### src/dead_band_pkg.sv
// Constants shared by the dead-band generator and its counter.
// Assumes a 32-bit classic Wishbone register port with byte addresses.
package dead_band_pkg;

    localparam int          DB_W            = 6;
    localparam int          ADR_W           = 4;

    // Register byte offsets
    localparam logic [3:0]  ADDR_CTRL       = 4'h0;
    localparam logic [3:0]  ADDR_RISE       = 4'h4;
    localparam logic [3:0]  ADDR_FALL       = 4'h8;
    localparam logic [3:0]  ADDR_STATUS     = 4'hc;

    // Control register fields
    localparam int          CTRL_EN_BIT     = 0;
    localparam int          CTRL_MODE_LSB   = 1;
    localparam int          CTRL_LD_BIT     = 3;

    // Status register fields
    localparam int          STAT_RISE_LSB   = 0;
    localparam int          STAT_FALL_LSB   = 8;
    localparam int          STAT_DIR_BIT    = 16;
    localparam int          STAT_HOLD_BIT   = 17;
    localparam int          STAT_OUT_LSB    = 20;

    // Reset values
    localparam logic [DB_W-1:0] DB_RESET    = 6'h00;
    localparam logic [31:0]     DATA_ZERO   = 32'h0000_0000;

    // Bit 0 of the mode doubles as the full-bridge direction (1 = reverse)
    typedef enum logic [1:0] {
        MODE_STEER  = 2'h0,
        MODE_HALF   = 2'h1,
        MODE_FWD    = 2'h2,
        MODE_REV    = 2'h3
    } bridge_mode_e;

endpackage : dead_band_pkg

### src/dead_band_counter.sv
// One 6-bit dead-band counter: counts generator clocks up from zero.
// Assumes start and run are synchronous to mclk; done is combinational.
`timescale 1ns/10ps
module dead_band_counter
    import dead_band_pkg::*;
(
    input  wire logic            mclk,
    input  wire logic            rst_n,
    input  wire logic            start,
    input  wire logic            run,
    input  wire logic [DB_W-1:0] limit,
    output logic                 done
);

    typedef struct packed {
        logic            busy;
        logic [DB_W-1:0] cnt;
    } cnt_state_s;

    cnt_state_s s_q;
    cnt_state_s s_d;

    always_comb
    begin
        s_d = s_q;
        if (start)
        begin
            // A fresh edge discards any unfinished interval
            s_d.busy = 1'b1;
            s_d.cnt  = DB_RESET;
        end
        else if (!run)
        begin
            // Level ended early: interval abandoned, no pulse
            s_d.busy = 1'b0;
        end
        else if (s_q.busy && (s_q.cnt < limit))
        begin
            s_d.cnt = s_q.cnt + 6'h01;
        end
    end

    // Compare with >= so a smaller limit loaded mid-count still ends the interval; the count holds at the limit
    assign done = s_q.busy && run && (s_q.cnt >= limit);

    always_ff @(posedge mclk or negedge rst_n)
    begin
        if (!rst_n)
        begin
            s_q <= '0;
        end
        else
        begin
            s_q <= s_d;
        end
    end

endmodule : dead_band_counter

### src/dead_band_bridge.sv
// Dead-band insertion for a complementary waveform generator, with a
// classic Wishbone slave for control, dead-band values and status.
// Assumes src_in is synchronous to mclk; generator clock equals mclk.
//
// Summary of operation
// - Two independent 6-bit dead-band counters time the non-overlap intervals.
// - First counter: after rising edge in half bridge, reverse band in full.
// - Second counter: after falling edge in half bridge, forward band in full.
// - Interval counts clocks up from zero until it equals the register value.
// - Dead band is inserted only in half-bridge and full-bridge modes.
// - Half bridge: inverted output rises a dead band after normal output falls.
// - Full bridge: dead band only inserted on a direction change or the first rising edge after entering the mode.
// - Direction bit may be changed while the generator runs.
// - After direction change, output_a and output_c switch at first rising edge.
// - Newly modulated output stays off for the dead-band count after change.
// - Rising value delays output_a in half bridge, output_b in full bridge.
// - Rising value double-buffered; loads at once while generator disabled.
// - While enabled, load request moves buffers into use at next falling edge.
// - Input level too short for the count gives no pulse on that output.
// - Falling value delays output_b half, output_d full; same buffering.
//
// The address map and the Wishbone register port were decided locally.
`timescale 1ns/10ps
module dead_band_bridge
    import dead_band_pkg::*;
(
    input  wire logic             mclk,
    input  wire logic             rst_n,
    input  wire logic             wb_cyc_i,
    input  wire logic             wb_stb_i,
    input  wire logic             wb_we_i,
    input  wire logic [ADR_W-1:0] wb_adr_i,
    input  wire logic [3:0]       wb_sel_i,
    input  wire logic [31:0]      wb_dat_i,
    output logic      [31:0]      wb_dat_o,
    output logic                  wb_ack_o,
    input  wire logic             src_in,
    output logic                  output_a,
    output logic                  output_b,
    output logic                  output_c,
    output logic                  output_d
);

    typedef struct packed {
        logic            en;
        bridge_mode_e    mode;
        logic            ld;
        logic [DB_W-1:0] rise_buf;
        logic [DB_W-1:0] fall_buf;
        logic [DB_W-1:0] rise_act;
        logic [DB_W-1:0] fall_act;
        logic            src_q;
        logic            dir_valid;
        logic            dir_rev;
        logic            hold;
        logic            out_a;
        logic            out_b;
        logic            out_c;
        logic            out_d;
        logic            ack;
        logic [31:0]     dat;
    } bridge_state_s;

    bridge_state_s s_q;
    bridge_state_s s_d;

    logic rise_start;
    logic rise_run;
    logic rise_done;
    logic fall_start;
    logic fall_run;
    logic fall_done;
    logic rise_edge;
    logic fall_edge;
    logic is_half;
    logic is_full;
    logic new_rev;
    logic dir_change;

    // All writable fields sit in byte lane 0, so only that lane gates a write
    function automatic logic lane0_write(input logic [3:0] sel, input logic we);
        lane0_write = we && sel[0];
    endfunction : lane0_write

    assign rise_edge  = src_in && !s_q.src_q;
    assign fall_edge  = !src_in && s_q.src_q;
    assign is_half    = s_q.en && (s_q.mode == MODE_HALF);
    assign is_full    = s_q.en && s_q.mode[1];
    assign new_rev    = s_q.mode[0];
    assign dir_change = is_full && rise_edge
                        && (!s_q.dir_valid || (s_q.dir_rev != new_rev));

    // Counter 1: rising edge in half bridge, reverse band in full bridge
    assign rise_start = is_half ? rise_edge : (dir_change && new_rev);
    assign rise_run   = src_in;
    // Counter 2: falling edge in half bridge, forward band in full bridge
    assign fall_start = is_half ? fall_edge : (dir_change && !new_rev);
    assign fall_run   = is_half ? !src_in : src_in;

    dead_band_counter u_rise_cnt (
        .mclk  (mclk),
        .rst_n (rst_n),
        .start (rise_start),
        .run   (rise_run),
        .limit (s_q.rise_act),
        .done  (rise_done)
    );

    dead_band_counter u_fall_cnt (
        .mclk  (mclk),
        .rst_n (rst_n),
        .start (fall_start),
        .run   (fall_run),
        .limit (s_q.fall_act),
        .done  (fall_done)
    );

    always_comb
    begin
        logic        bus_req;
        logic        bus_wr;
        logic        mod_done;
        logic        mod_on;
        logic [31:0] rd;
        bus_req  = 1'b0;
        bus_wr   = 1'b0;
        mod_done = 1'b0;
        mod_on   = 1'b0;
        rd       = DATA_ZERO;
        s_d      = s_q;

        s_d.src_q = src_in;

        // Buffered values enter use at the falling input edge
        if (s_q.en && s_q.ld && fall_edge)
        begin
            s_d.rise_act = s_q.rise_buf;
            s_d.fall_act = s_q.fall_buf;
            s_d.ld       = 1'b0;
        end

        // A disabled generator drops a stale request; a write below still sets it
        if (!s_q.en)
        begin
            s_d.ld = 1'b0;
        end

        // Wishbone: answer one cycle after the request appears, then drop.
        // A write lands at the edge on which the master sees ack, so a request
        // withdrawn before ack leaves the registers untouched.
        bus_req = wb_cyc_i && wb_stb_i && !s_q.ack;
        bus_wr  = wb_cyc_i && wb_stb_i && s_q.ack && lane0_write(wb_sel_i, wb_we_i);
        s_d.ack = bus_req;

        if (bus_wr)
        begin
            case (wb_adr_i)
                ADDR_CTRL:
                begin
                    s_d.en   = wb_dat_i[CTRL_EN_BIT];
                    s_d.mode = bridge_mode_e'(wb_dat_i[CTRL_MODE_LSB +: 2]);
                    // Load request is write-one-to-set; a set beats the clear
                    if (wb_dat_i[CTRL_LD_BIT])
                    begin
                        s_d.ld = 1'b1;
                    end
                end
                ADDR_RISE:
                begin
                    s_d.rise_buf = wb_dat_i[DB_W-1:0];
                    if (!s_q.en)
                    begin
                        s_d.rise_act = wb_dat_i[DB_W-1:0];
                    end
                end
                ADDR_FALL:
                begin
                    s_d.fall_buf = wb_dat_i[DB_W-1:0];
                    if (!s_q.en)
                    begin
                        s_d.fall_act = wb_dat_i[DB_W-1:0];
                    end
                end
                default:
                begin
                    s_d.dat = s_q.dat;
                end
            endcase
        end

        case (wb_adr_i)
            ADDR_CTRL:
            begin
                rd[CTRL_EN_BIT]             = s_q.en;
                rd[CTRL_MODE_LSB +: 2]      = s_q.mode;
                rd[CTRL_LD_BIT]             = s_q.ld;
            end
            ADDR_RISE:
            begin
                rd[DB_W-1:0]                = s_q.rise_buf;
            end
            ADDR_FALL:
            begin
                rd[DB_W-1:0]                = s_q.fall_buf;
            end
            ADDR_STATUS:
            begin
                rd[STAT_RISE_LSB +: DB_W]   = s_q.rise_act;
                rd[STAT_FALL_LSB +: DB_W]   = s_q.fall_act;
                rd[STAT_DIR_BIT]            = s_q.dir_rev;
                rd[STAT_HOLD_BIT]           = s_q.hold;
                rd[STAT_OUT_LSB +: 4]       = {s_q.out_d, s_q.out_c, s_q.out_b, s_q.out_a};
            end
            default:
            begin
                rd = DATA_ZERO;
            end
        endcase
        s_d.dat = (bus_req && !wb_we_i) ? rd : DATA_ZERO;

        // Output generation
        if (!s_q.en)
        begin
            s_d.out_a     = 1'b0;
            s_d.out_b     = 1'b0;
            s_d.out_c     = 1'b0;
            s_d.out_d     = 1'b0;
            s_d.hold      = 1'b0;
            s_d.dir_valid = 1'b0;
        end
        else if (is_half)
        begin
            // Each side only rises once its counter finishes in its own level
            s_d.out_a     = src_in && rise_done;
            s_d.out_b     = !src_in && fall_done;
            s_d.out_c     = s_d.out_a;
            s_d.out_d     = s_d.out_b;
            s_d.hold      = 1'b0;
            s_d.dir_valid = 1'b0;
        end
        else if (is_full)
        begin
            if (dir_change)
            begin
                // Static pair flips now; the new modulated leg waits out the band
                s_d.dir_valid = 1'b1;
                s_d.dir_rev   = new_rev;
                s_d.out_a     = !new_rev;
                s_d.out_c     = new_rev;
                s_d.out_b     = 1'b0;
                s_d.out_d     = 1'b0;
                s_d.hold      = 1'b1;
            end
            else if (s_q.dir_valid)
            begin
                mod_done = s_q.dir_rev ? rise_done : fall_done;
                mod_on   = src_in && (!s_q.hold || mod_done);
                if (s_q.hold && (mod_done || !src_in))
                begin
                    // A short first pulse is simply dropped
                    s_d.hold = 1'b0;
                end
                s_d.out_b = s_q.dir_rev && mod_on;
                s_d.out_d = !s_q.dir_rev && mod_on;
            end
            else
            begin
                // Waiting for the first rising edge after entering the mode
                s_d.out_a = 1'b0;
                s_d.out_b = 1'b0;
                s_d.out_c = 1'b0;
                s_d.out_d = 1'b0;
            end
        end
        else
        begin
            // Steering: no complementary pair, so no dead band is inserted
            s_d.out_a     = src_in;
            s_d.out_b     = 1'b0;
            s_d.out_c     = 1'b0;
            s_d.out_d     = 1'b0;
            s_d.hold      = 1'b0;
            s_d.dir_valid = 1'b0;
        end
    end

    always_ff @(posedge mclk or negedge rst_n)
    begin
        if (!rst_n)
        begin
            s_q          <= '0;
            s_q.mode     <= MODE_STEER;
            s_q.rise_buf <= DB_RESET;
            s_q.fall_buf <= DB_RESET;
            s_q.rise_act <= DB_RESET;
            s_q.fall_act <= DB_RESET;
            s_q.dat      <= DATA_ZERO;
        end
        else
        begin
            s_q <= s_d;
        end
    end

    assign wb_dat_o = s_q.dat;
    assign wb_ack_o = s_q.ack;
    assign output_a = s_q.out_a;
    assign output_b = s_q.out_b;
    assign output_c = s_q.out_c;
    assign output_d = s_q.out_d;

endmodule : dead_band_bridge

### config.mk
export PLATFORM = sky130hd
export DESIGN_NAME = dead_band_bridge
export DESIGN_NICKNAME = d
export VERILOG_FILES = /design/src/dead_band_pkg.sv /design/src/dead_band_counter.sv /design/src/dead_band_bridge.sv
export SDC_FILE = /design/constraint.sdc
export NUM_CORES = 1
export LEC_CHECK = 0
export BUFFER_PORTS_ARGS = -buffer_cell sky130_fd_sc_hd__buf_2
export CORE_MARGIN = 5
export CORE_UTILIZATION = 43
export DETAILED_ROUTE_END_ITERATION = 6
export MAX_ROUTING_LAYER = met4
export PLACE_DENSITY = 0.66
export SYNTH_ARGS = -nofsm -noshare
export SYNTH_HDL_FRONTEND = slang
export SYNTH_SLANG_ARGS = --single-unit
### constraint.sdc
create_clock -name mclk -period 6.1 [get_ports mclk]
set_clock_uncertainty 0.2 [all_clocks]
set_input_delay 1.83 -clock mclk [delete_from_list [all_inputs] [get_ports mclk]]
set_output_delay 1.83 -clock mclk [all_outputs]
set_load 0.02 [all_outputs]
==> summary.md <==
| Metric | Value |
|---|---|
| Status | `finished, final reports clean` |
| Cts repair resizes | `0` |
| Relative slew slack | `33.5%` |
| Total Power | `992 uW` |
| Hold Path Depth | `1` |
| DRT Pass-1 Iters | `4` |
| CTS sink cnt | `69` |
| CTS tree | `built` |
| Worst-margin pin slew | `0.991 ns` |
| Final period util | `a little under three fifths` |
| Initial antenna violation count | `0` |
| Reg-to-reg startpoint | `s_q[52]` |
| Worst path required time | `between 6 and 7 ns` |
| Clock Pin Slew Worst Setup and Hold Paths | `approximately 0.07 ns` |
| CP Class | `in -> reg` |
| Max Fclk | `292 MHz` |
| DR WL/cell | `14.7 um` |
| Min Clock Period, post-route | `roughly 3.4 ns` |
| Mapped Area | `approximately 3700 um^2` |
| Port bufs | `39` |
| DP HPWL | `around 5500 um` |
| Biggest area consumer among synthesized cells | `dfrtp_1` |
| Final net count | `437` |
| Row Count | `34` |
| Clock latency on the worst-skew pair | `0.34 ns` |
| Detailed-route wire length | `roughly 7200 um` |
| HP Class | `reg -> reg` |
| Max incr delay on CP | `0.57 ns` |
| Most common cell in the netlist | `dfrtp_1` |
| Post-synth top cells | `dfrtp_1 (69), buf_4 (35), nand2_1 (29)` |
| CTS buffer count | `9` |
| Max clock buf depth | `2` |
| Die X-Extent | `about 100 um` |
| Final setup vio count | `0` |
| GRT Overall Usage | `15.3%` |
| Yosys warnings | `0` |
| Post-Synthesis Cells | `355` |
| Cts hold-fix bufs | `0` |
| Slowest cell on crit path | `nor3b_2` |
| Critical-path cell list | `buf_2 > nand4bb_1 > nor3b_2 > and2_1 > o21ai_0` |
| Hold Path Origin | `wb_ack_o` |
| Synth area leaders | `dfrtp_1 (46%), buf_4 (7.1%), ha_1 (4.7%), mux2i_1 (4.6%), mux2_2 (4.2%)` |
| Crit end category | `flip-flop` |
| Layout cells sized above 1 | `between 20% and 30%` |
| Final hold vios | `0` |
| Largest net degree at the start of global routing | `37` |
| VDD IR max | `between 0.09 and 0.1 mV` |
| Yosys reg bits | `69` |
| Detail-routed via count per cell | `approximately 5.2` |
| Die ar. | `roughly 11,000 um^2` |
| FFs w/ async S/R, synth | `100%` |
| Inserted Diodes | `0` |
| Synth unique cells | `48` |
| Total grt overflow | `0` |
| Top_reg_cell synth | `dfrtp_1` |
| DRC Markers | `0` |
| Io pins | `83` |
| Avg Cell Area, Syn | `10.5 um^2` |
| Number of enable flip-flop cells after synthesis | `0` |
| Setup crit start | `wb_adr_i[0]` |
| P&R area growth vs syn | `8.25%` |
| Worst-path maximum fanout | `12` |
| DR iter-0 viols | `96` |
| Worst R2R Path Depth | `7` |
| Max_cap viols | `0` |
| Number of global-route vias before repair | `2,535` |
| Sequential share of the synthesized area | `46.4%` |
| Setup bufs post-CTS | `0` |
| H-tree Lvls | `3` |
| Starting Density | `43.3%` |
| Clock Root Buffer | `clkbuf_8` |
| Routed vias | `2,535` |
| WP data arrival | `approximately 3.4 ns` |
| Startpoint Class | `input port` |
| PD cells | `roughly 250 nW/um^2` |
| Max Slew Vio Count | `0` |
| Die Y | `103 um` |
| Leakage | `1.99 nW` |
| Yosys top cell area share | `46.4%` |
| Antenna-violating nets left | `0` |
| First-pass GRT wire length | `12,200 um` |
| GP Congestion | `0.845` |
| Core area | `between 8000 and 9000 um^2` |
| RSZ-0062 raised after global routing | `false` |
| Setup TNS | `0 ns` |
logic make-up after synthesis:
family          Yosys count  synth area share (%)
compound gates           57                  9.39
xor+xnor                  8                  1.88
fa+ha+maj                14                  4.71
buf+inv                  62                  9.96
flops                    69                  46.4
mux                      36                  11.6
other cells               1                 0.101
simple gates            108                  15.9
placed cells by master, fill, tap and decap left out, types with 10 or more instances in the layout:
master and instances:
conb_1 14, and2_1 10, nor2_1 21, mux2_2 14
ha_1 14, o21ai_0 20, buf_2 39, dfrtp_1 69
a21oi_1 16, mux2i_1 17, inv_1 20, nand2_1 29
state kept, by name, summed over array words and instances, names as in the netlist:
register,flops
u_fall_cnt.s_q,7
wb_ack_o,1
output_d,1
output_c,1
new_rev,1
s_q,31
output_b,1
u_rise_cnt.s_q,7
output_a,1
wb_dat_o,18
metrics by stage:
| stage | utilization (%) | setup slack (ns) | hold WS (ns) | instances | area, um^2 |
|---|---|---|---|---|---|
| 4_1_cts | 46.8 | 2.68 | 0.265 | 490 | 4020 |
| 2_1_floorplan | - | 2.80 | 0.272 | 368 | 3770 |
| 3_5_place_dp | 44.3 | 2.33 | 0.252 | 474 | 3810 |
| 5_1_grt | 46.8 | 2.49 | 0.280 | 490 | 4020 |
| 3_3_place_gp | 44.3 | 2.36 | 0.243 | 474 | 3810 |
| 6_report | 46.8 | 2.68 | 0.265 | 490 | 4020 |
where the power goes:
group          leakage, nW  switching, mW  internal, mW
registers            0.930         0.0159         0.474
logic                0.964         0.0666        0.0350
clock network       0.0985          0.172         0.229
total                 1.99          0.254         0.738
path summary, 6_finish.rpt:
kind | end | slack [ns]
max | s_q[47] | 2.68
min | wb_ack_o | 0.26
max reg2reg | u_rise_cnt.s_q[5] | 3.73
min reg2reg | wb_ack_o | 0.26
max in group asynchronous | s_q[68] | 3.41
min in group asynchronous | s_q[58] | 1.35
layer usage:
layer	GRT usage, %	vias up	share of wire (%)
met4	5.38	0	1.3
met3	3.11	8	3.9
met2	24.5	53	50
met1	19.2	1233	45
li1	-	1241	-
met5	-	-	0
worst max-delay path, delay by kind of cell:
kind / cells / cell delay, ns
buffers and inverters: 1 / 0.10
AO/OA/AOI/OAI: 1 / 0.16
AND/OR/NAND/NOR: 3 / 1.32
area by class of cell:
| cell class | count | area, um^2 |
|---|---|---|
| clock buffers | 10 | 128 |
| clock inverters | 6 | 87.6 |
| multi-input cells | 237 | 1670 |
| repair buffers | 40 | 203 |
| inverters | 20 | 75.1 |
| flip-flops and latches | 69 | 1730 |
| fillers | 822 | 4570 |
| well taps | 108 | 135 |
Note: power is estimated with default switching activity, not from simulation.
